**src/include/probe_latch_defs.svh**
```systemverilog
`ifndef PROBE_LATCH_DEFS_SVH
`define PROBE_LATCH_DEFS_SVH

// object indices; byte address on the bus is four times the index
`define IDX_PROBE_ONE_POL   16'h2007
`define IDX_PROBE_TWO_POL   16'h2107
`define IDX_CTRL_WORD       16'h60b8
`define IDX_STATUS_WORD     16'h60b9
`define IDX_CH1_RISE_POS    16'h60ba
`define IDX_CH1_FALL_POS    16'h60bb
`define IDX_CH2_RISE_POS    16'h60bc
`define IDX_CH2_FALL_POS    16'h60bd
`define IDX_CH1_RISE_CNT    16'h60d5
`define IDX_CH1_FALL_CNT    16'h60d6
`define IDX_CH2_RISE_CNT    16'h60d7
`define IDX_CH2_FALL_CNT    16'h60d8
`define IDX_DIG_IN_STATUS   16'h60fd

// bus geometry
`define ADDR_WIDTH          18
`define ADDR_IDX_LSB        2

// reset values
`define POL_RESET           16'h0001
`define CTRL_RESET          16'h0000

// polarity bits
`define POL_FIRST_EXTERNAL_LATCH_INPUT_BIT        0
`define POL_SECOND_EXTERNAL_LATCH_INPUT_BIT        1

// per-channel field layout inside one byte of the control word
`define CH_STRIDE           8
`define CTL_EN_BIT          0
`define CTL_MODE_BIT        1
`define CTL_SRC_BIT         2
`define CTL_RISE_BIT        4
`define CTL_FALL_BIT        5
`define CTL_TRACK_MASK      8'h35

// status word layout inside one byte
`define STS_EN_BIT          0
`define STS_RISE_BIT        1
`define STS_FALL_BIT        2

// live level positions in the digital input status object
`define DIN_FIRST_EXTERNAL_LATCH_INPUT_BIT        26
`define DIN_SECOND_EXTERNAL_LATCH_INPUT_BIT        27

`endif

```
**src/include/probe_latch_pkg.sv**
```systemverilog
package probe_latch_pkg;

  // bus handshake state, one wait state per access
  typedef enum logic [0:0] {
    BUS_IDLE = 1'b0,
    BUS_ACK  = 1'b1
  } bus_state_type;

  typedef logic [7:0] ch_cfg_type;

endpackage

```
**src/logic/dual_probe_position_latch.sv**
```systemverilog
// Summary of operation
// - polarity bits invert external inputs before edges
// - control low byte channel one, high byte two
// - bits 0/8 enable; disabled channel latches nothing
// - bits 1/9: single-shot or continuous mode
// - bit 2: channel one external or index
// - bit 10: channel two external or index
// - bits 4/12 enable rising-edge latching
// - bits 5/13 enable falling-edge latching
// - single-shot accepts only rising edges
// - continuous accepts rising and falling edges
// - change of enable, source or edge bits resets counters and status; a mode-bit change does not
// - live input levels at bits 26, 27
// - signed 32-bit rise/fall positions, reset zero
// - unsigned 32-bit rise/fall counters, reset zero
// - reserved control bits have no effect
// - status echoes enables, flags executed latches
// - continuous values held until next event
//
// The Avalon-MM register port was decided locally.
`timescale 1ns/10ps
`include "probe_latch_defs.svh"

module dual_probe_position_latch
  import probe_latch_pkg::*;
#(
  parameter int POS_WIDTH = 32,
  parameter int CNT_WIDTH = 32
) (
  // clock and reset
  input  wire logic                   clk,
  input  wire logic                   arst_n,
  // avalon-mm slave
  input  wire logic [`ADDR_WIDTH-1:0] address,
  input  wire logic                   read,
  input  wire logic                   write,
  input  wire logic [31:0]            writedata,
  input  wire logic [3:0]             byteenable,
  output logic      [31:0]            readdata,
  output logic                        waitrequest,
  // probe pins, asynchronous to clk
  input  wire logic                   firstExternalLatchInput,
  input  wire logic                   secondExternalLatchInput,
  input  wire logic                   encoderIndexIn,
  // motor feedback position from logic on clk
  input  wire logic [POS_WIDTH-1:0]   motorPosition
);

  // byte-lane merge into a 16-bit object
  function automatic logic [15:0] mergeHalf(input logic [15:0] oldVal,
                                            input logic [31:0] data,
                                            input logic [3:0]  be);
    logic [15:0] res;
    res = oldVal;
    if (be[0]) begin
      res[7:0] = data[7:0];
    end
    if (be[1]) begin
      res[15:8] = data[15:8];
    end
    return res;
  endfunction

  // one channel's byte of the control word
  function automatic ch_cfg_type chCfg(input logic [15:0] ctrl, input int ch);
    ch_cfg_type res;
    res = ctrl[ch*`CH_STRIDE +: `CH_STRIDE];
    return res;
  endfunction

  // register storage
  logic [15:0]          probeOnePolarity_reg;
  logic [15:0]          probeTwoPolarity_reg;
  logic [15:0]          probeControlWord_reg;
  logic [POS_WIDTH-1:0] risePos_reg   [2];
  logic [POS_WIDTH-1:0] fallPos_reg   [2];
  logic [CNT_WIDTH-1:0] riseCount_reg [2];
  logic [CNT_WIDTH-1:0] fallCount_reg [2];
  logic [1:0]           riseDone_reg;
  logic [1:0]           fallDone_reg;
  logic [15:0]          probeStatusWord;
  logic [31:0]          digitalInputStatus;

  // bus handshake
  bus_state_type        busState_reg;
  bus_state_type        busState_next;
  logic [31:0]          readdata_reg;
  logic [31:0]          readdata_next;
  logic [15:0]          accIndex;
  logic                 busRequest;
  logic                 busCommit;

  // pin synchronisers and edge history
  logic [1:0]           extSync1_reg;
  logic [1:0]           extSync2_reg;
  logic                 zSync1_reg;
  logic                 zSync2_reg;
  logic [1:0]           extLevel;
  logic [1:0]           srcLevel;
  logic [1:0]           srcPrev_reg;

  // configuration tracking and events
  ch_cfg_type           cfgPrev_reg   [2];
  logic [1:0]           cfgChange;
  logic [1:0]           srcChange;
  logic [1:0]           riseEvent;
  logic [1:0]           fallEvent;
  ch_cfg_type           chanCfg       [2];

  assign accIndex   = address[`ADDR_WIDTH-1:`ADDR_IDX_LSB];
  assign busRequest = read | write;
  // the request is held until the edge where waitrequest is seen low
  assign busCommit  = busRequest && (busState_reg == BUS_ACK);

  // one wait state: high in the first cycle of every request
  assign waitrequest = busRequest && (busState_reg == BUS_IDLE);
  assign readdata    = readdata_reg;

  // bus state next value
  always_comb begin
    case (busState_reg)
      BUS_IDLE: begin
        busState_next = busRequest ? BUS_ACK : BUS_IDLE;
      end
      BUS_ACK: begin
        busState_next = BUS_IDLE;
      end
      default: begin
        busState_next = BUS_IDLE;
      end
    endcase
  end

  // bus state register
  always_ff @(posedge clk or negedge arst_n) begin
    if (!arst_n) begin
      busState_reg <= BUS_IDLE;
    end else begin
      busState_reg <= busState_next;
    end
  end

  // read mux; unmapped indices read as zero
  always_comb begin
    case (accIndex)
      `IDX_PROBE_ONE_POL: readdata_next = {16'h0000, probeOnePolarity_reg};
      `IDX_PROBE_TWO_POL: readdata_next = {16'h0000, probeTwoPolarity_reg};
      `IDX_CTRL_WORD:     readdata_next = {16'h0000, probeControlWord_reg};
      `IDX_STATUS_WORD:   readdata_next = {16'h0000, probeStatusWord};
      `IDX_CH1_RISE_POS:  readdata_next = 32'(risePos_reg[0]);
      `IDX_CH1_FALL_POS:  readdata_next = 32'(fallPos_reg[0]);
      `IDX_CH2_RISE_POS:  readdata_next = 32'(risePos_reg[1]);
      `IDX_CH2_FALL_POS:  readdata_next = 32'(fallPos_reg[1]);
      `IDX_CH1_RISE_CNT:  readdata_next = 32'(riseCount_reg[0]);
      `IDX_CH1_FALL_CNT:  readdata_next = 32'(fallCount_reg[0]);
      `IDX_CH2_RISE_CNT:  readdata_next = 32'(riseCount_reg[1]);
      `IDX_CH2_FALL_CNT:  readdata_next = 32'(fallCount_reg[1]);
      `IDX_DIG_IN_STATUS: readdata_next = digitalInputStatus;
      default:            readdata_next = 32'h0000_0000;
    endcase
  end

  // read data captured in the wait cycle, so it stands when waitrequest drops
  always_ff @(posedge clk or negedge arst_n) begin
    if (!arst_n) begin
      readdata_reg <= 32'h0000_0000;
    end else if (read && (busState_reg == BUS_IDLE)) begin
      readdata_reg <= readdata_next;
    end
  end

  // writable objects; read-only and unmapped indices ignore writes
  always_ff @(posedge clk or negedge arst_n) begin
    if (!arst_n) begin
      probeOnePolarity_reg <= `POL_RESET;
      probeTwoPolarity_reg <= `POL_RESET;
      probeControlWord_reg <= `CTRL_RESET;
    end else if (busCommit && write) begin
      case (accIndex)
        `IDX_PROBE_ONE_POL: probeOnePolarity_reg <= mergeHalf(probeOnePolarity_reg, writedata, byteenable);
        `IDX_PROBE_TWO_POL: probeTwoPolarity_reg <= mergeHalf(probeTwoPolarity_reg, writedata, byteenable);
        `IDX_CTRL_WORD:     probeControlWord_reg <= mergeHalf(probeControlWord_reg, writedata, byteenable);
        default: begin
        end
      endcase
    end
  end

  // two flops per pin; nothing looks at the first stage but the second
  always_ff @(posedge clk or negedge arst_n) begin
    if (!arst_n) begin
      extSync1_reg <= 2'h0;
      extSync2_reg <= 2'h0;
      zSync1_reg   <= 1'b0;
      zSync2_reg   <= 1'b0;
    end else begin
      extSync1_reg <= {secondExternalLatchInput, firstExternalLatchInput};
      extSync2_reg <= extSync1_reg;
      zSync1_reg   <= encoderIndexIn;
      zSync2_reg   <= zSync1_reg;
    end
  end

  assign extLevel[0] = extSync2_reg[0] ^ probeOnePolarity_reg[`POL_FIRST_EXTERNAL_LATCH_INPUT_BIT];
  assign extLevel[1] = extSync2_reg[1] ^ probeTwoPolarity_reg[`POL_SECOND_EXTERNAL_LATCH_INPUT_BIT];

  // per-channel control byte as a net, since a function result cannot be bit-selected
  assign chanCfg[0] = chCfg(probeControlWord_reg, 0);
  assign chanCfg[1] = chCfg(probeControlWord_reg, 1);

  assign srcLevel[0] = chanCfg[0][`CTL_SRC_BIT] ? zSync2_reg : extLevel[0];
  assign srcLevel[1] = chanCfg[1][`CTL_SRC_BIT] ? zSync2_reg : extLevel[1];

  always_comb begin
    digitalInputStatus                = 32'h0000_0000;
    digitalInputStatus[`DIN_FIRST_EXTERNAL_LATCH_INPUT_BIT] = extSync2_reg[0];
    digitalInputStatus[`DIN_SECOND_EXTERNAL_LATCH_INPUT_BIT] = extSync2_reg[1];
  end

  // edge history and config history, one entry per channel
  always_ff @(posedge clk or negedge arst_n) begin
    if (!arst_n) begin
      srcPrev_reg    <= 2'h0;
      cfgPrev_reg[0] <= 8'h00;
      cfgPrev_reg[1] <= 8'h00;
    end else begin
      srcPrev_reg <= srcLevel;
      for (int i = 0; i < 2; i++) begin
        cfgPrev_reg[i] <= chCfg(probeControlWord_reg, i);
      end
    end
  end

  // event qualification per channel
  always_comb begin
    for (int i = 0; i < 2; i++) begin
      cfgChange[i] = ((chCfg(probeControlWord_reg, i) ^ cfgPrev_reg[i]) & `CTL_TRACK_MASK) != 8'h00;
      srcChange[i] = chanCfg[i][`CTL_SRC_BIT] != cfgPrev_reg[i][`CTL_SRC_BIT];
      // continuous: both edges
      // a source switch compares two unrelated signals, so its edge is dropped
      riseEvent[i] = chanCfg[i][`CTL_EN_BIT]
                   & chanCfg[i][`CTL_RISE_BIT]
                   & srcLevel[i] & ~srcPrev_reg[i] & ~srcChange[i]
                   & ~(~chanCfg[i][`CTL_MODE_BIT] & riseDone_reg[i] & ~cfgChange[i]);
      fallEvent[i] = chanCfg[i][`CTL_EN_BIT]
                   & chanCfg[i][`CTL_FALL_BIT]
                   & chanCfg[i][`CTL_MODE_BIT]
                   & ~srcLevel[i] & srcPrev_reg[i] & ~srcChange[i];
    end
  end

  always_ff @(posedge clk or negedge arst_n) begin
    if (!arst_n) begin
      for (int i = 0; i < 2; i++) begin
        risePos_reg[i] <= '0;
        fallPos_reg[i] <= '0;
      end
    end else begin
      for (int i = 0; i < 2; i++) begin
        if (riseEvent[i]) begin
          risePos_reg[i] <= motorPosition;
        end
        if (fallEvent[i]) begin
          fallPos_reg[i] <= motorPosition;
        end
      end
    end
  end

  // config change clears counters; a same-cycle event still counts
  always_ff @(posedge clk or negedge arst_n) begin
    if (!arst_n) begin
      for (int i = 0; i < 2; i++) begin
        riseCount_reg[i] <= '0;
        fallCount_reg[i] <= '0;
      end
    end else begin
      for (int i = 0; i < 2; i++) begin
        if (cfgChange[i]) begin
          riseCount_reg[i] <= CNT_WIDTH'(riseEvent[i]);
          fallCount_reg[i] <= CNT_WIDTH'(fallEvent[i]);
        end else begin
          riseCount_reg[i] <= riseCount_reg[i] + CNT_WIDTH'(riseEvent[i]);
          fallCount_reg[i] <= fallCount_reg[i] + CNT_WIDTH'(fallEvent[i]);
        end
      end
    end
  end

  // executed flags cleared on config change, set wins
  always_ff @(posedge clk or negedge arst_n) begin
    if (!arst_n) begin
      riseDone_reg <= 2'h0;
      fallDone_reg <= 2'h0;
    end else begin
      for (int i = 0; i < 2; i++) begin
        riseDone_reg[i] <= riseEvent[i] | (riseDone_reg[i] & ~cfgChange[i]);
        fallDone_reg[i] <= fallEvent[i] | (fallDone_reg[i] & ~cfgChange[i]);
      end
    end
  end

  // status echoes enable and executed flags
  always_comb begin
    probeStatusWord = 16'h0000;
    for (int i = 0; i < 2; i++) begin
      probeStatusWord[i*`CH_STRIDE + `STS_EN_BIT]   = chanCfg[i][`CTL_EN_BIT];
      probeStatusWord[i*`CH_STRIDE + `STS_RISE_BIT] = riseDone_reg[i];
      probeStatusWord[i*`CH_STRIDE + `STS_FALL_BIT] = fallDone_reg[i];
    end
  end

endmodule

```
**config.mk**
```make
export PLATFORM = sky130hd
export DESIGN_NAME = dual_probe_position_latch
export DESIGN_NICKNAME = d
export VERILOG_FILES = /design/src/include/probe_latch_pkg.sv /design/src/logic/dual_probe_position_latch.sv
export VERILOG_INCLUDE_DIRS = /design/src /design/src/include
export SDC_FILE = /design/constraint.sdc
export NUM_CORES = 1
export LEC_CHECK = 0
export BUFFER_PORTS_ARGS = -buffer_cell sky130_fd_sc_hd__buf_2
export CORE_MARGIN = 5
export CORE_UTILIZATION = 40
export DETAILED_ROUTE_END_ITERATION = 12
export MAX_ROUTING_LAYER = met4
export PLACE_DENSITY = 0.56
export SYNTH_ARGS = -nofsm -noshare
export SYNTH_HDL_FRONTEND = slang
export SYNTH_SLANG_ARGS = --single-unit
```
**constraint.sdc**
```tcl
create_clock -name clk -period 3.5 [get_ports clk]
set_clock_uncertainty 0.05 [all_clocks]
set_input_delay 0.175 -clock clk [delete_from_list [all_inputs] [get_ports clk]]
set_output_delay 0.175 -clock clk [all_outputs]
set_load 0.05 [all_outputs]
```
=== Word-level counts from Yosys, hierarchy flattened ===
Cells that the tools add are included.

* Multiplexer cells: 9
* Bitwise operators: 50
* Reductions and logical operators: 12
* Equality and inequality tests: 15
* $add $sub $neg: 4

{| class="wikitable"
|+ Operator list
! operator !! count
|-
| 32-bit case mux with 13 select lines || 1
|-
| 16-bit by 15-bit == test with 1-bit output, second input constant || 11
|-
| 32-bit by 1-bit adder with 32-bit output || 4
|-
| 32-bit two-way mux || 4
|-
| 16-bit by 14-bit == test with 1-bit output, second input constant || 2
|-
| 1-bit AND || 28
|-
| 3-bit AND reduction || 6
|-
| 8-bit nonzero test || 2
|-
| 1-bit NOT || 13
|-
| 6-bit bitwise XOR || 2
|-
| 1-bit OR || 5
|-
| 1-bit logical AND || 4
|-
| 1-bit two-way mux || 3
|-
| 1-bit != test || 2
|-
| 1-bit case mux with 2 select lines || 1
|-
| 1-bit bitwise XOR || 2
|}

* Word-level logic and storage cells: 115
* Output and inout bits: 33
* Flip-flop bits (word level): 361
* Input port bits: 93

=== Logic depth before layout (Yosys ltp) ===
Gate-level depths: netlist (run 1).

* Depth in word-level cells: 8
* Depth in mapped cells: 12
* Mapped depth without buffers: 10

=== Worst setup path after synthesis (run 1) ===
Ideal clock, no wire load.

* Path kind: reg-to-reg
* From: register probeOnePolarity_reg[0]
* To: register riseCount_reg[60] in the netlist's numbering
* Data required time: 3.318 ns
* Arrival time: 3.131 ns
* Stages on the path, launching flop included: 13
* Setup slack: 0.187 ns
* Buffers on the path: 2
* Library setup time: 0.132 ns
* Clock period less this slack: 3.313 ns
* Cell sequence: dfstp_2 > xnor2_1 > o21ai_0 > nand4_1 > a31oi_1 > buf_2 > ha_1 > nand2_1 > nor4_1 > clkbuf_1 > nand4_1 > xor2_1 > nor2_1

* Word-level cells in the longest chain between the ends: 8

{| class="wikitable"
|+ RTL lines
! item !! line !! source
|-
| from (decl) || dual_probe_position_latch.sv:72 || <nowiki>logic [15:0] probeOnePolarity_reg;</nowiki>
|-
| from (signal assigned) || dual_probe_position_latch.sv:175 || <nowiki>probeOnePolarity_reg <= `POL_RESET;</nowiki>
|-
| from (signal assigned) || dual_probe_position_latch.sv:180 || <nowiki>`IDX_PROBE_ONE_POL: probeOnePolarity_reg <= mergeHalf(probeOnePolarity_reg, writedata, byteenable);</nowiki>
|-
| 1-bit bitwise XOR || dual_probe_position_latch.sv:204 || <nowiki>assign extLevel[0] = extSync2_reg[0] ^ probeOnePolarity_reg[`POL_FIRST_EXTERNAL_LATCH_INPUT_BIT];</nowiki>
|-
| 1-bit two-way mux || dual_probe_position_latch.sv:211 || <nowiki>assign srcLevel[0] = chanCfg[0][`CTL_SRC_BIT] ? zSync2_reg : extLevel[0];</nowiki>
|-
| net srcLevel[0] || dual_probe_position_latch.sv:99 || <nowiki>logic [1:0] srcLevel;</nowiki>
|-
| 1-bit AND (4 in series) || dual_probe_position_latch.sv:241 || <nowiki>riseEvent[i] = chanCfg[i][`CTL_EN_BIT]</nowiki>
|-
| net riseEvent[0] || dual_probe_position_latch.sv:106 || <nowiki>logic [1:0] riseEvent;</nowiki>
|-
| 32-bit by 1-bit adder with 32-bit output || dual_probe_position_latch.sv:283 || <nowiki>riseCount_reg[i] <= riseCount_reg[i] + CNT_WIDTH'(riseEvent[i]);</nowiki>
|-
| 32-bit two-way mux || dual_probe_position_latch.sv:279 || <nowiki>if (cfgChange[i]) begin</nowiki>
|-
| to (signal, indexed assignment) || dual_probe_position_latch.sv:280 || <nowiki>riseCount_reg[i] <= CNT_WIDTH'(riseEvent[i]);</nowiki>
|-
| to (signal, indexed assignment) || dual_probe_position_latch.sv:283 ||
|-
| to (decl) || dual_probe_position_latch.sv:77 || <nowiki>logic [CNT_WIDTH-1:0] riseCount_reg [2];</nowiki>
|}

The timed path passes the listed nets, and every way through them passes these cells.
A chain may end at the register's enable or synchronous reset.

=== Worst setup path in the final report (run 1) ===
* From: register extSync2_reg[1]
* To: register riseCount_reg[28] in the netlist's numbering

* Word-level cells in the longest chain between the ends: 8

{| class="wikitable"
|+ RTL lines
! item !! line !! source
|-
| from (decl) || dual_probe_position_latch.sv:95 || <nowiki>logic [1:0] extSync2_reg;</nowiki>
|-
| from (signal assigned) || dual_probe_position_latch.sv:198 || <nowiki>extSync2_reg <= extSync1_reg;</nowiki>
|-
| 1-bit bitwise XOR || dual_probe_position_latch.sv:205 || <nowiki>assign extLevel[1] = extSync2_reg[1] ^ probeTwoPolarity_reg[`POL_SECOND_EXTERNAL_LATCH_INPUT_BIT];</nowiki>
|-
| 1-bit two-way mux || dual_probe_position_latch.sv:212 || <nowiki>assign srcLevel[1] = chanCfg[1][`CTL_SRC_BIT] ? zSync2_reg : extLevel[1];</nowiki>
|-
| net srcLevel[1] || dual_probe_position_latch.sv:99 ||
|-
| 1-bit AND (4 in series) || dual_probe_position_latch.sv:241 ||
|-
| 32-bit by 1-bit adder with 32-bit output || dual_probe_position_latch.sv:283 ||
|-
| 32-bit two-way mux || dual_probe_position_latch.sv:279 ||
|}

The timed path passes the listed nets, and every way through them passes these cells.

==> tab_implementation.tex, run 1 <==
\begin{tabular}{lr}
\hline
Metric & Value \\
\hline
\multicolumn{2}{l}{\textbf{Outcome}} \\
\quad Run status & finished, final reports clean \\
\multicolumn{2}{l}{\textbf{STA}} \\
\quad Setup TNS & 0 ps \\
\quad Total of endpoints with negative setup slack in the final report & 0 \\
\quad Endpoints failing hold & 0 \\
\quad Post-route fraction of the period consumed by the critical path & 0.942 \\
\quad Worst slew margin & 0.231 \\
\quad Number of max-slew violations in the final report & 0 \\
\quad Slew of the pin with the lowest slew margin & 1150 ps \\
\quad RSZ-0062 raised after global routing & false \\
\quad Period minus WS final & 3300 ps \\
\quad Maximum operating frequency & 0.303 GHz \\
\multicolumn{2}{l}{\textbf{CTS}} \\
\quad Clock tree from TritonCTS & yes \\
\quad \# clock sinks & 357 \\
\quad Insertion delay of the later-clocked pin in the worst-skew pair & 560 ps \\
\quad H-Tree Depth & 2 \\
\quad Inserted Clock Buffers & 40 \\
\quad Count of buffers added by post-CTS timing repair for setup & 0 \\
\quad Cell at the root of the clock tree & sky130\_fd\_sc\_hd\_\_clkbuf\_16 \\
\quad Max Buffers Root-to-Sink & 3 \\
\quad \# resized after CTS & 0 \\
\quad Clock-pin transition on the worst setup and hold timing paths & 60 ps \\
\multicolumn{2}{l}{\textbf{Detailed routing}} \\
\quad Number of iterations in the first detailed-routing pass & 8 \\
\quad Routed wirelength normalized by instance count & 22.8 microns \\
\quad Drt first-iter violations & 1,081 \\
\quad Detail-routed via count per cell & 5.80 \\
\quad Overall via count from detail\_route & 13,005 \\
\quad DRC errors left & 0 \\
\quad Antenna Nets Post-Route & 0 \\
\quad Sum of routed wire length over all layers & 51.1 mm \\
\multicolumn{2}{l}{\textbf{Synth}} \\
\quad Main area contributors after synthesis & sky130\_fd\_sc\_hd\_\_dfrtp\_1 52\%, sky130\_fd\_sc\_hd\_\_mux2\_2 13\%, sky130\_fd\_sc\_hd\_\_xnor2\_1 3.2\%, sky130\_fd\_sc\_hd\_\_a22oi\_1 2.8\%, sky130\_fd\_sc\_hd\_\_nor2\_1 2.6\% \\
\quad Number of synthesized register bits & 357 \\
\quad Mapped cell area & 17,200 sq um \\
\quad Fraction of synthesis flops using an asynchronous set or reset pin & 1.00 \\
\quad Yosys warnings & 0 \\
\quad Proportion of netlist area held by the largest area contributor & 0.517 \\
\quad Cell count after synthesis & 1,502 \\
\quad Number of nets in the synthesized netlist & 1,603 \\
\quad Unique cell type count in the Yosys netlist & 66 \\
\quad EDFF count, synth & 0 \\
\quad Library cell occupying the most area in the post-synthesis netlist & sky130\_fd\_sc\_hd\_\_dfrtp\_1 \\
\quad Dominant synthesized flop cell & sky130\_fd\_sc\_hd\_\_dfrtp\_1 \\
\quad Seq/Total Area, Yosys & 0.520 \\
\quad Synthesized area per cell & 11.4 sq um \\
\multicolumn{2}{l}{\textbf{Critical path}} \\
\quad Crit-path max FO & 15 \\
\quad Crit path arrival time & 3720 ps \\
\quad Sort of element at the end of the critical path & flip-flop \\
\quad Sort of element at the start of the critical path & flip-flop \\
\quad Critical Setup Path Class & reg2reg \\
\quad Required time of the worst setup path & 3930 ps \\
\multicolumn{2}{l}{\textbf{Floorplan}} \\
\quad Area of the die & 47,200 sq um \\
\quad Horizontal die dimension & 217 microns \\
\quad Overall die height & 217 microns \\
\quad Initial cell density of the core & 0.402 \\
\quad Core footprint & 42,800 sq um \\
\quad Site Rows & 76 \\
\quad Num ports & 126 \\
\multicolumn{2}{l}{\textbf{Power}} \\
\quad Cell leakage power & 9.32 nW \\
\quad Switching share of total power & 0.223 \\
\quad Power share of the combinational group & 0.039 \\
\quad Sequential share of power & 0.481 \\
\quad Power share of the clock group & 0.480 \\
\quad Total power per unit cell area & 423 nW/um\^{}2 \\
\quad Peak supply drop & 0.000350 V \\
\quad Int Power & 0.00669 W \\
\quad Switching power summed over all nets & 0.00192 W \\
\multicolumn{2}{l}{\textbf{Placed design}} \\
\quad Detailed placer's ending HPWL & 34.4 mm \\
\quad GPL Wtd Cong & 0.811 \\
\quad I/O Buffers & 105 \\
\quad Cell area reported after detailed placement & 18,500 sq um \\
\multicolumn{2}{l}{\textbf{Cells and area}} \\
\quad Finished layout cell area & 20,300 sq um \\
\quad Post-layout nets & 1,772 \\
\quad Share of cells above drive strength 1 & 0.264 \\
\quad Most frequent cells in the layout & 355 x sky130\_fd\_sc\_hd\_\_dfrtp\_1, 196 x sky130\_fd\_sc\_hd\_\_mux2\_2, 117 x sky130\_fd\_sc\_hd\_\_nor2\_1, 116 x sky130\_fd\_sc\_hd\_\_nand2\_1, 104 x sky130\_fd\_sc\_hd\_\_buf\_2 \\
\quad Area growth from synthesis to layout & 18.3\% \\
\quad Commonest non-fill, non-tap cell in the layout & sky130\_fd\_sc\_hd\_\_dfrtp\_1 \\
\multicolumn{2}{l}{\textbf{Global route}} \\
\quad Pin count of the biggest net entering global routing & 83 \\
\quad Overall track demand over capacity in global routing & 0.223 \\
\quad Overflow left after global routing & 0 \\
\quad First-pass GRT wire length & 79.7 mm \\
\quad Number of antenna violations at the first check in global routing & 1 \\
\quad Vias in the first global route & 12,995 \\
\multicolumn{2}{l}{\textbf{Job}} \\
\quad Max-cap violation count & 0 \\
\multicolumn{2}{l}{\textbf{Worst hold path}} \\
\quad Path type of the worst min-delay path & in2reg \\
\hline
\end{tabular}
## cells in the mapped netlist, drive strengths merged, types with 25 or more instances
cell type	instances
a222oi	30
mux2	205
xnor2	63
nor4	29
dfrtp	355
xor2	49
nand3	55
clkbuf	47
a22oi	64
buf	29
and4	28
nand2	116
nand4	46
o21ai	31
nor2	121
nor3	25
## power groups by stage
stage / clock network [W] / registers (W) / logic [W]
global placement: 0 / 0.00421 / 0.000289
floorplan: 0 / 0.00421 / 0.0000857
finish: 0.00413 / 0.00414 / 0.000336
detailed placement: 0 / 0.00421 / 0.000292
global route: 0.00441 / 0.00414 / 0.000369
CTS: 0.00424 / 0.00414 / 0.000341
## path summary, 6_finish.rpt
kind,startpoint,endpoint,slack [ps],cells after the start
min in group asynchronous,arst_n,extSync1_reg[1],190,2
setup / recovery,extSync2_reg[1],riseCount_reg[28],200,11
setup reg to reg,extSync2_reg[1],riseCount_reg[28],200,11
max in group asynchronous,arst_n,fallPos_reg[26],2290,3
hold reg to reg,zSync1_reg,zSync2_reg,300,0
hold / removal,byteenable[1],probeTwoPolarity_reg[9],160,4
## routing by layer
layer  GRT usage  wire length (microns)  vias up
li1            -                      -     5883
met1       0.318                  23700     6739
met2       0.342                  24000      324
met3      0.0314                   2400       59
met4      0.0520                   1040        0
met5           -                      0        -
## stage by stage
step / cells / total power [W] / util / worst slack [ps] / hold slack [ps]
global route: 2241 / 0.00892 / 0.475 / 75.8 / 160
global placement: 2121 / 0.00450 / 0.433 / 351 / 185
detailed placement: 2121 / 0.00451 / 0.433 / 278 / 185
floorplan: 1502 / 0.00430 / - / 187 / -171
finish: 2241 / 0.00861 / 0.475 / 204 / 160
CTS: 2240 / 0.00872 / 0.475 / 252 / 132
## logic make-up after synthesis
logic type / synth area share
simple gates: 0.163
flops: 0.520
mux: 0.141
compound gates: 0.0896
xor+xnor: 0.0571
buf+inv: 0.0230
fa+ha+maj: 0.00582
## what timing repair did
action | CTS | global route
endpoints found under the hold margin | 257 | 0
setup endpoints to repair | 0 | 0
hold buffers | 54 | 0
## worst max-delay path, stage by stage, from the launching register on
cell                      delay, ps
sky130_fd_sc_hd__dfrtp_1        420
sky130_fd_sc_hd__xnor2_1        170
sky130_fd_sc_hd__o21ai_0        430
sky130_fd_sc_hd__nand4_1        310
sky130_fd_sc_hd__a31oi_4        250
sky130_fd_sc_hd__ha_1           250
sky130_fd_sc_hd__nand2_1         90
sky130_fd_sc_hd__nor3_1         350
sky130_fd_sc_hd__nand4_1        140
sky130_fd_sc_hd__buf_4          200
sky130_fd_sc_hd__or4_1          400
sky130_fd_sc_hd__a21oi_1        150
## area by class of cell
cell class	instances	area (sq um)
diodes	1	2.50
clock buffers	56	1160
clock inverters	9	103
fillers	3931	22400
inverters	19	71.3
multi-input cells	1050	7930
flip-flops and latches	357	8940
well taps	546	683
repair buffers	203	1460
No activity file was read; power rests on OpenSTA's default activity.
==> run 2, diff against run 1 <==
--- a/config.mk
+++ b/config.mk
@@ -11,7 +11,7 @@
 export CORE_UTILIZATION = 40
 export DETAILED_ROUTE_END_ITERATION = 12
 export MAX_ROUTING_LAYER = met4
-export PLACE_DENSITY = 0.56
+export PLACE_DENSITY = 0.54
 export SYNTH_ARGS = -nofsm -noshare
 export SYNTH_HDL_FRONTEND = slang
 export SYNTH_SLANG_ARGS = --single-unit
==> constraint.sdc (replaced) <==
create_clock -name clk -period 3.9 [get_ports clk]
set_clock_uncertainty 0.05 [all_clocks]
set_input_delay 0.195 -clock clk [delete_from_list [all_inputs] [get_ports clk]]
set_output_delay 0.195 -clock clk [all_outputs]
set_load 0.05 [all_outputs]
==> run 2 against run 1 <==
Clock-buffer cell count rose by 5. Core utilization rose by 0.15 points. Clock power fell by 7.3%. Via count rose by 0.23%. Sequential power fell by 10%. Sequential cell count did not move. Worst hold slack improved by 34 ps. Fmax rose by 0.25%. Final cell count rose by 0.31%. Wire length rose by 0.78%. First-iteration DRC count rose by 6.8%. Critical path type unchanged. Critical endpoint unchanged.
==> tab_implementation.tex, run 2 (synthesized netlist as in run 1, its figures left out) <==
\begin{tabular}{lr}
\hline
Metric & Value \\
\hline
\multicolumn{2}{l}{\textbf{Placed design}} \\
\quad Setup slack at placement & 305 ps \\
\quad I/O Buffers & 105 \\
\quad Detailed placer's ending HPWL & 35.4 mm \\
\quad Cell area reported after detailed placement & 18,500 sq um \\
\quad GPL Wtd Cong & 0.859 \\
\multicolumn{2}{l}{\textbf{Floorplan}} \\
\quad Site Rows & 76 \\
\quad Overall die height & 217 microns \\
\quad Core footprint & 42,800 sq um \\
\quad Initial cell density of the core & 0.402 \\
\quad Num ports & 126 \\
\quad Area of the die & 47,200 sq um \\
\quad Horizontal die dimension & 217 microns \\
\multicolumn{2}{l}{\textbf{Detailed routing}} \\
\quad Number of iterations in the first detailed-routing pass & 5 \\
\quad Sum of routed wire length over all layers & 51.5 mm \\
\quad Drt first-iter violations & 1,155 \\
\quad Routed wirelength normalized by instance count & 22.9 microns \\
\quad Overall via count from detail\_route & 13,035 \\
\quad Detail-routed via count per cell & 5.80 \\
\quad Antenna Nets Post-Route & 0 \\
\quad DRC errors left & 0 \\
\multicolumn{2}{l}{\textbf{Critical path}} \\
\quad Worst reg-to-reg setup slack & 610 ps \\
\quad Critical path's most frequent cell & sky130\_fd\_sc\_hd\_\_nand4\_1 \\
\quad Series of cell instances along the critical path & xnor2\_1 > o21ai\_0 > nand4\_1 > a31oi\_4 > ha\_1 > nand2\_1 > nor3\_1 > nand4\_1 > buf\_4 > or4\_1 > a21oi\_1 \\
\quad Required time of the worst setup path & 4320 ps \\
\quad Sort of element at the end of the critical path & flip-flop \\
\quad Top cell family by delay on the critical path & simple AND/OR/NAND/NOR gates \\
\quad Sort of element at the start of the critical path & flip-flop \\
\quad Crit-path max FO & 15 \\
\quad Slowest-stage cell, CP & sky130\_fd\_sc\_hd\_\_o21ai\_0 \\
\quad Critical Setup Path Class & reg2reg \\
\quad Maximum cell stage delay along the critical path & 460 ps \\
\quad Crit path arrival time & 3710 ps \\
\quad Buf/Inv on CP & 1 \\
\multicolumn{2}{l}{\textbf{Power}} \\
\quad Cell leakage power & 9.36 nW \\
\quad Sequential share of power & 0.473 \\
\quad Int Power & 0.00612 W \\
\quad Switching power summed over all nets & 0.00173 W \\
\quad Total power per unit cell area & 385 nW/um\^{}2 \\
\quad Power share of the combinational group & 0.039 \\
\quad Peak supply drop & 0.000294 V \\
\quad Switching share of total power & 0.220 \\
\quad Power share of the clock group & 0.488 \\
\quad Total chip power & 0.00785 W \\
\multicolumn{2}{l}{\textbf{STA}} \\
\quad Endpoints failing hold & 0 \\
\quad Total of endpoints with negative setup slack in the final report & 0 \\
\quad Worst slew margin & 0.219 \\
\quad Number of max-slew violations in the final report & 0 \\
\quad Post-route worst setup slack & 612 ps \\
\quad Maximum operating frequency & 0.304 GHz \\
\quad RSZ-0062 raised after global routing & false \\
\quad Period minus WS final & 3290 ps \\
\quad Slew of the pin with the lowest slew margin & 1170 ps \\
\quad Post-route fraction of the period consumed by the critical path & 0.843 \\
\quad Setup TNS & 0 ps \\
\multicolumn{2}{l}{\textbf{Global route}} \\
\quad Vias in the first global route & 12,986 \\
\quad First-pass GRT wire length & 80.0 mm \\
\quad Overall track demand over capacity in global routing & 0.225 \\
\quad Pin count of the biggest net entering global routing & 109 \\
\quad Overflow left after global routing & 0 \\
\quad Number of antenna violations at the first check in global routing & 2 \\
\multicolumn{2}{l}{\textbf{Job}} \\
\quad Max-cap violation count & 0 \\
\multicolumn{2}{l}{\textbf{CTS}} \\
\quad Insertion delay of the later-clocked pin in the worst-skew pair & 560 ps \\
\quad Max Buffers Root-to-Sink & 3 \\
\quad Clock tree from TritonCTS & yes \\
\quad Inserted Clock Buffers & 40 \\
\quad H-Tree Depth & 2 \\
\quad Clock-pin transition on the worst setup and hold timing paths & 60 ps \\
\quad \# clock sinks & 357 \\
\quad Cell at the root of the clock tree & sky130\_fd\_sc\_hd\_\_clkbuf\_16 \\
\quad \# resized after CTS & 0 \\
\multicolumn{2}{l}{\textbf{Worst hold path}} \\
\quad Path type of the worst min-delay path & in2reg \\
\multicolumn{2}{l}{\textbf{Cells and area}} \\
\quad Finished layout cell area & 20,400 sq um \\
\quad Core utilization of the finished layout & 0.477 \\
\quad Post-layout nets & 1,776 \\
\quad Most frequent cells in the layout & 355 x sky130\_fd\_sc\_hd\_\_dfrtp\_1, 196 x sky130\_fd\_sc\_hd\_\_mux2\_2, 117 x sky130\_fd\_sc\_hd\_\_nor2\_1, 116 x sky130\_fd\_sc\_hd\_\_nand2\_1, 104 x sky130\_fd\_sc\_hd\_\_buf\_2 \\
\quad Area growth from synthesis to layout & 18.7\% \\
\quad Share of cells above drive strength 1 & 0.265 \\
\quad Commonest non-fill, non-tap cell in the layout & sky130\_fd\_sc\_hd\_\_dfrtp\_1 \\
\multicolumn{2}{l}{\textbf{Outcome}} \\
\quad Run status & finished, final reports clean \\
\hline
\end{tabular}
[run 2: cell types whose count changed in the layout (fill, tap and decap cells not counted)]
cell	delta
sky130_fd_sc_hd__buf_4	+5
sky130_fd_sc_hd__clkbuf_1	+3
sky130_fd_sc_hd__clkinv_2	-3
sky130_fd_sc_hd__clkbuf_8	+2
sky130_fd_sc_hd__buf_12	-1
sky130_fd_sc_hd__bufinv_16	+1
sky130_fd_sc_hd__diode_2	+1
sky130_fd_sc_hd__inv_6	-1
[run 2: metrics by stage]
step	hold slack, ps	cells
5_1_grt	191	2248
4_1_cts	160	2245
3_3_place_gp	253	2124
3_5_place_dp	255	2124
2_1_floorplan	-151	1502
6_report	194	2248
[run 2: power by group through the flow]
stage          Sequential [W]  Combinational, W  Clock, W
6_report              0.00372          0.000306   0.00383
5_1_grt               0.00371          0.000337   0.00407
4_1_cts               0.00371          0.000312   0.00391
3_5_place_dp          0.00378          0.000269         0
3_3_place_gp          0.00378          0.000265         0
2_1_floorplan         0.00378         0.0000770         0
[run 2: cell type report]
cell class,instances,area [sq um]
Fill cell,3958,22400
Sequential cell,357,8940
Clock inverter,6,109
Tap cell,546,683
Multi-Input combinational cell,1050,7930
Timing Repair Buffer,207,1470
Antenna cell,2,5.00
Clock buffer,61,1200
Inverter,19,71.3
[run 2: timing repair]
item                       CTS  global route
setup buffers                0             1
setup endpoints to repair    0             6
hold buffers                54             0
hold endpoints to repair   280             0
[run 2: worst paths after layout]
| path | from | end | cells past startpoint |
|---|---|---|---|
| setup / recovery | probeTwoPolarity_reg[1] | riseCount_reg[28] | 11 |
| hold / removal | byteenable[0] | probeTwoPolarity_reg[0] | 4 |
| setup reg to reg | probeTwoPolarity_reg[1] | riseCount_reg[28] | 11 |
| hold reg to reg | extSync1_reg[0] | extSync2_reg[0] | 0 |
| max in group asynchronous | arst_n | fallCount_reg[20] | 4 |
| min in group asynchronous | arst_n | extSync1_reg[1] | 2 |
[run 2: per-layer routing]
layer	track usage	routed length (microns)
met1	0.318	24100
met2	0.340	23700
met3	0.0376	2620
met4	0.0579	1110
met5	-	0
[run 2: tightest hold or removal path, cell delays in order]
cell	delay, ps
sky130_fd_sc_hd__buf_2	100
sky130_fd_sc_hd__nand3_1	150
sky130_fd_sc_hd__nor2_4	110
sky130_fd_sc_hd__mux2_1	210
==> run 3, diff against run 2 <==
--- a/config.mk
+++ b/config.mk
@@ -11,7 +11,7 @@
 export CORE_UTILIZATION = 40
 export DETAILED_ROUTE_END_ITERATION = 12
 export MAX_ROUTING_LAYER = met4
-export PLACE_DENSITY = 0.54
+export PLACE_DENSITY = 0.56
 export SYNTH_ARGS = -nofsm -noshare
 export SYNTH_HDL_FRONTEND = slang
 export SYNTH_SLANG_ARGS = --single-unit
==> constraint.sdc (replaced) <==
create_clock -name clk -period 2.95 [get_ports clk]
set_clock_uncertainty 0.05 [all_clocks]
set_input_delay 0.1475 -clock clk [delete_from_list [all_inputs] [get_ports clk]]
set_output_delay 0.1475 -clock clk [all_outputs]
set_load 0.05 [all_outputs]
==> run 3 against run 2 <==
Core utilization increased by 0.67 points. Sequential cell count is the same. First-iteration DRC count increased by 5.5%. Die area stayed put. Critical path type unchanged. Register-to-register slack got worse by 460 ps. Power up 31%. Final cell count is 0.85% higher. Critical path depth up 1.
==> tab_implementation.tex, run 3 (synthesized netlist as in run 1, its figures left out) <==
\begin{tabular}{lr}
\hline
Metric & Value \\
\hline
\multicolumn{2}{l}{\textbf{Outcome}} \\
\quad Run status & finished, final reports clean \\
\multicolumn{2}{l}{\textbf{Detailed routing}} \\
\quad Length of routed met3 wiring & 2.29 mm \\
\quad Number of iterations in the first detailed-routing pass & 9 \\
\quad Highest signal layer in the routed design & met4 \\
\quad Drt first-iter violations & 1,218 \\
\quad DRC errors left & 0 \\
\quad Sum of routed wire length over all layers & 51.6 mm \\
\quad Antenna Nets Post-Route & 0 \\
\quad Total routed wire length on the met1 layer & 23.9 mm \\
\quad Routed wirelength normalized by instance count & 22.8 microns \\
\quad Overall via count from detail\_route & 13,107 \\
\quad Met2 wire length & 24.3 mm \\
\quad Detail-routed via count per cell & 5.78 \\
\multicolumn{2}{l}{\textbf{Critical path}} \\
\quad Worst Reg2Reg Path Length in Cells & 12 \\
\quad Critical Setup Path Class & reg2reg \\
\quad Worst r2r dst & riseCount\_reg[28] \\
\quad Required time of the worst setup path & 3360 ps \\
\quad Crit-path max FO & 15 \\
\quad Worst r2r src & probeTwoPolarity\_reg[1] \\
\quad Crit path arrival time & 3200 ps \\
\quad Sort of element at the end of the critical path & flip-flop \\
\quad Worst reg-to-reg setup slack & 160 ps \\
\quad Sort of element at the start of the critical path & flip-flop \\
\multicolumn{2}{l}{\textbf{Global route}} \\
\quad Overall track demand over capacity in global routing & 0.223 \\
\quad Pin count of the biggest net entering global routing & 87 \\
\quad First-pass GRT wire length & 79.7 mm \\
\quad Number of antenna violations at the first check in global routing & 1 \\
\quad Vias in the first global route & 13,067 \\
\quad Overflow left after global routing & 0 \\
\multicolumn{2}{l}{\textbf{Power}} \\
\quad Power share of the clock group & 0.482 \\
\quad Power share of the combinational group & 0.041 \\
\quad Sequential share of power & 0.477 \\
\quad Switching share of total power & 0.217 \\
\quad Cell leakage power & 9.51 nW \\
\quad Total chip power & 0.0103 W \\
\quad Switching power summed over all nets & 0.00223 W \\
\quad Peak supply drop & 0.000381 V \\
\quad Int Power & 0.00806 W \\
\quad Total power per unit cell area & 497 nW/um\^{}2 \\
\multicolumn{2}{l}{\textbf{Cells and area}} \\
\quad Area growth from synthesis to layout & 20.4\% \\
\quad Core utilization of the finished layout & 0.484 \\
\quad Commonest non-fill, non-tap cell in the layout & sky130\_fd\_sc\_hd\_\_dfrtp\_1 \\
\quad Share of cells above drive strength 1 & 0.277 \\
\quad Non-filler cells in the finished layout & 2,267 \\
\quad Finished layout cell area & 20,700 sq um \\
\quad Post-layout nets & 1,797 \\
\quad Most frequent cells in the layout & 355 x sky130\_fd\_sc\_hd\_\_dfrtp\_1, 196 x sky130\_fd\_sc\_hd\_\_mux2\_2, 117 x sky130\_fd\_sc\_hd\_\_nor2\_1, 116 x sky130\_fd\_sc\_hd\_\_nand2\_1, 104 x sky130\_fd\_sc\_hd\_\_buf\_2 \\
\multicolumn{2}{l}{\textbf{STA}} \\
\quad Worst slew margin & 0.295 \\
\quad Endpoints failing hold & 0 \\
\quad RSZ-0062 raised after global routing & false \\
\quad Post-Route Hold Slack & 172 ps \\
\quad Number of max-slew violations in the final report & 0 \\
\quad Period minus WS final & 2790 ps \\
\quad Total of endpoints with negative setup slack in the final report & 0 \\
\quad Post-route fraction of the period consumed by the critical path & 0.947 \\
\quad Maximum operating frequency & 0.358 GHz \\
\quad Slew of the pin with the lowest slew margin & 1060 ps \\
\multicolumn{2}{l}{\textbf{Floorplan}} \\
\quad Horizontal die dimension & 217 microns \\
\quad Area of the die & 47,200 sq um \\
\quad Initial cell density of the core & 0.402 \\
\quad Overall die height & 217 microns \\
\quad Num ports & 126 \\
\quad Core footprint & 42,800 sq um \\
\quad Site Rows & 76 \\
\multicolumn{2}{l}{\textbf{CTS}} \\
\quad \# clock sinks & 357 \\
\quad Clock tree from TritonCTS & yes \\
\quad Clock-pin transition on the worst setup and hold timing paths & 60 ps \\
\quad Max Buffers Root-to-Sink & 3 \\
\quad Insertion delay of the later-clocked pin in the worst-skew pair & 540 ps \\
\quad Inserted Clock Buffers & 39 \\
\quad Cell at the root of the clock tree & sky130\_fd\_sc\_hd\_\_clkbuf\_16 \\
\quad H-Tree Depth & 2 \\
\multicolumn{2}{l}{\textbf{Worst hold path}} \\
\quad Hold Path Stages & 4 \\
\quad Worst Hold End & probeOnePolarity\_reg[1] \\
\quad Path type of the worst min-delay path & in2reg \\
\quad Worst hold start & byteenable[0] \\
\multicolumn{2}{l}{\textbf{Job}} \\
\quad Max-cap violation count & 0 \\
\multicolumn{2}{l}{\textbf{Placed design}} \\
\quad Detailed placer's ending HPWL & 35.1 mm \\
\quad GPL Wtd Cong & 0.860 \\
\quad I/O Buffers & 105 \\
\quad Placed instance count & 2,146 \\
\quad Cell area reported after detailed placement & 18,800 sq um \\
\hline
\end{tabular}
## run 3: cell count changes in the layout (fill, tap and decap cells not counted), moves of 2 or more
cell	delta
sky130_fd_sc_hd__o21ai_1	+2
sky130_fd_sc_hd__o21ai_0	-2
sky130_fd_sc_hd__clkbuf_1	-2
sky130_fd_sc_hd__nor4_4	+2
sky130_fd_sc_hd__buf_12	+6
sky130_fd_sc_hd__buf_4	+15
sky130_fd_sc_hd__nor3_4	+2
## run 3: per-stage QoR
| stage | worst slack (ps) | setup TNS, ps |
|---|---|---|
| 3_5_place_dp | -19.9 | -30.5 |
| 5_1_grt | 20.1 | 0 |
| 2_1_floorplan | 3.05 | 0 |
| 4_1_cts | 72.4 | 0 |
| 3_3_place_gp | 44.6 | 0 |
| 6_report | 156 | 0 |
## run 3: worst max-delay path by stage
stage / from / to
after global routing: probeTwoPolarity_reg[1] / riseCount_reg[28]
after global placement: probeTwoPolarity_reg[1] / riseCount_reg[28]
final: probeTwoPolarity_reg[1] / riseCount_reg[28]
after CTS: probeControlWord_reg[10] / riseCount_reg[28]
after floorplan: probeOnePolarity_reg[0] / riseCount_reg[48]
after detailed placement: probeTwoPolarity_reg[1] / riseCount_reg[27]
## run 3: critical path: stages, from the launching register on
cell and delay (ps):
sky130_fd_sc_hd__dfrtp_1 400, sky130_fd_sc_hd__xnor2_1 150, sky130_fd_sc_hd__o21ai_1 230, sky130_fd_sc_hd__nand4_1 220, sky130_fd_sc_hd__a31oi_4 260, sky130_fd_sc_hd__ha_4 180
sky130_fd_sc_hd__nand2_1 80, sky130_fd_sc_hd__nor3_2 170, sky130_fd_sc_hd__buf_4 140, sky130_fd_sc_hd__nand4_1 110, sky130_fd_sc_hd__buf_6 180, sky130_fd_sc_hd__or4_1 400
sky130_fd_sc_hd__a21oi_1 150
## run 3: power groups by stage
stage	clock, W	sequential [W]	combinational [W]
2_1_floorplan	0	0.00500	0.000102
3_3_place_gp	0	0.00500	0.000362
3_5_place_dp	0	0.00500	0.000366
4_1_cts	0.00507	0.00491	0.000423
5_1_grt	0.00526	0.00491	0.000456
6_report	0.00496	0.00491	0.000417
## run 3: repair_timing
| action | 4_1_cts | 5_1_grt |
|---|---|---|
| gates cloned | 0 | 0 |
| pin swaps | 1 | 3 |
| hold buffers | 54 | 0 |
| hold endpoints to repair | 251 | 0 |
| setup endpoints to repair | 2 | 13 |
| resized for setup | 1 | 7 |
| buffers inserted | 0 | 1 |
## run 3: per-layer routing
| layer | GRT usage | vias up |
|---|---|---|
| met5 | - | - |
| met4 | 0.0552 | 0 |
| met3 | 0.0282 | 62 |
| met2 | 0.346 | 333 |
| met1 | 0.315 | 6770 |
| li1 | - | 5942 |
## run 3: final cells by class
class | instances | area [sq um]
clock inverters | 7 | 113
fillers | 3920 | 22100
repair buffers | 229 | 1720
multi-input cells | 1050 | 7990
inverters | 19 | 71.3
flip-flops and latches | 357 | 8940
clock buffers | 58 | 1180
well taps | 546 | 683
diodes | 1 | 2.50
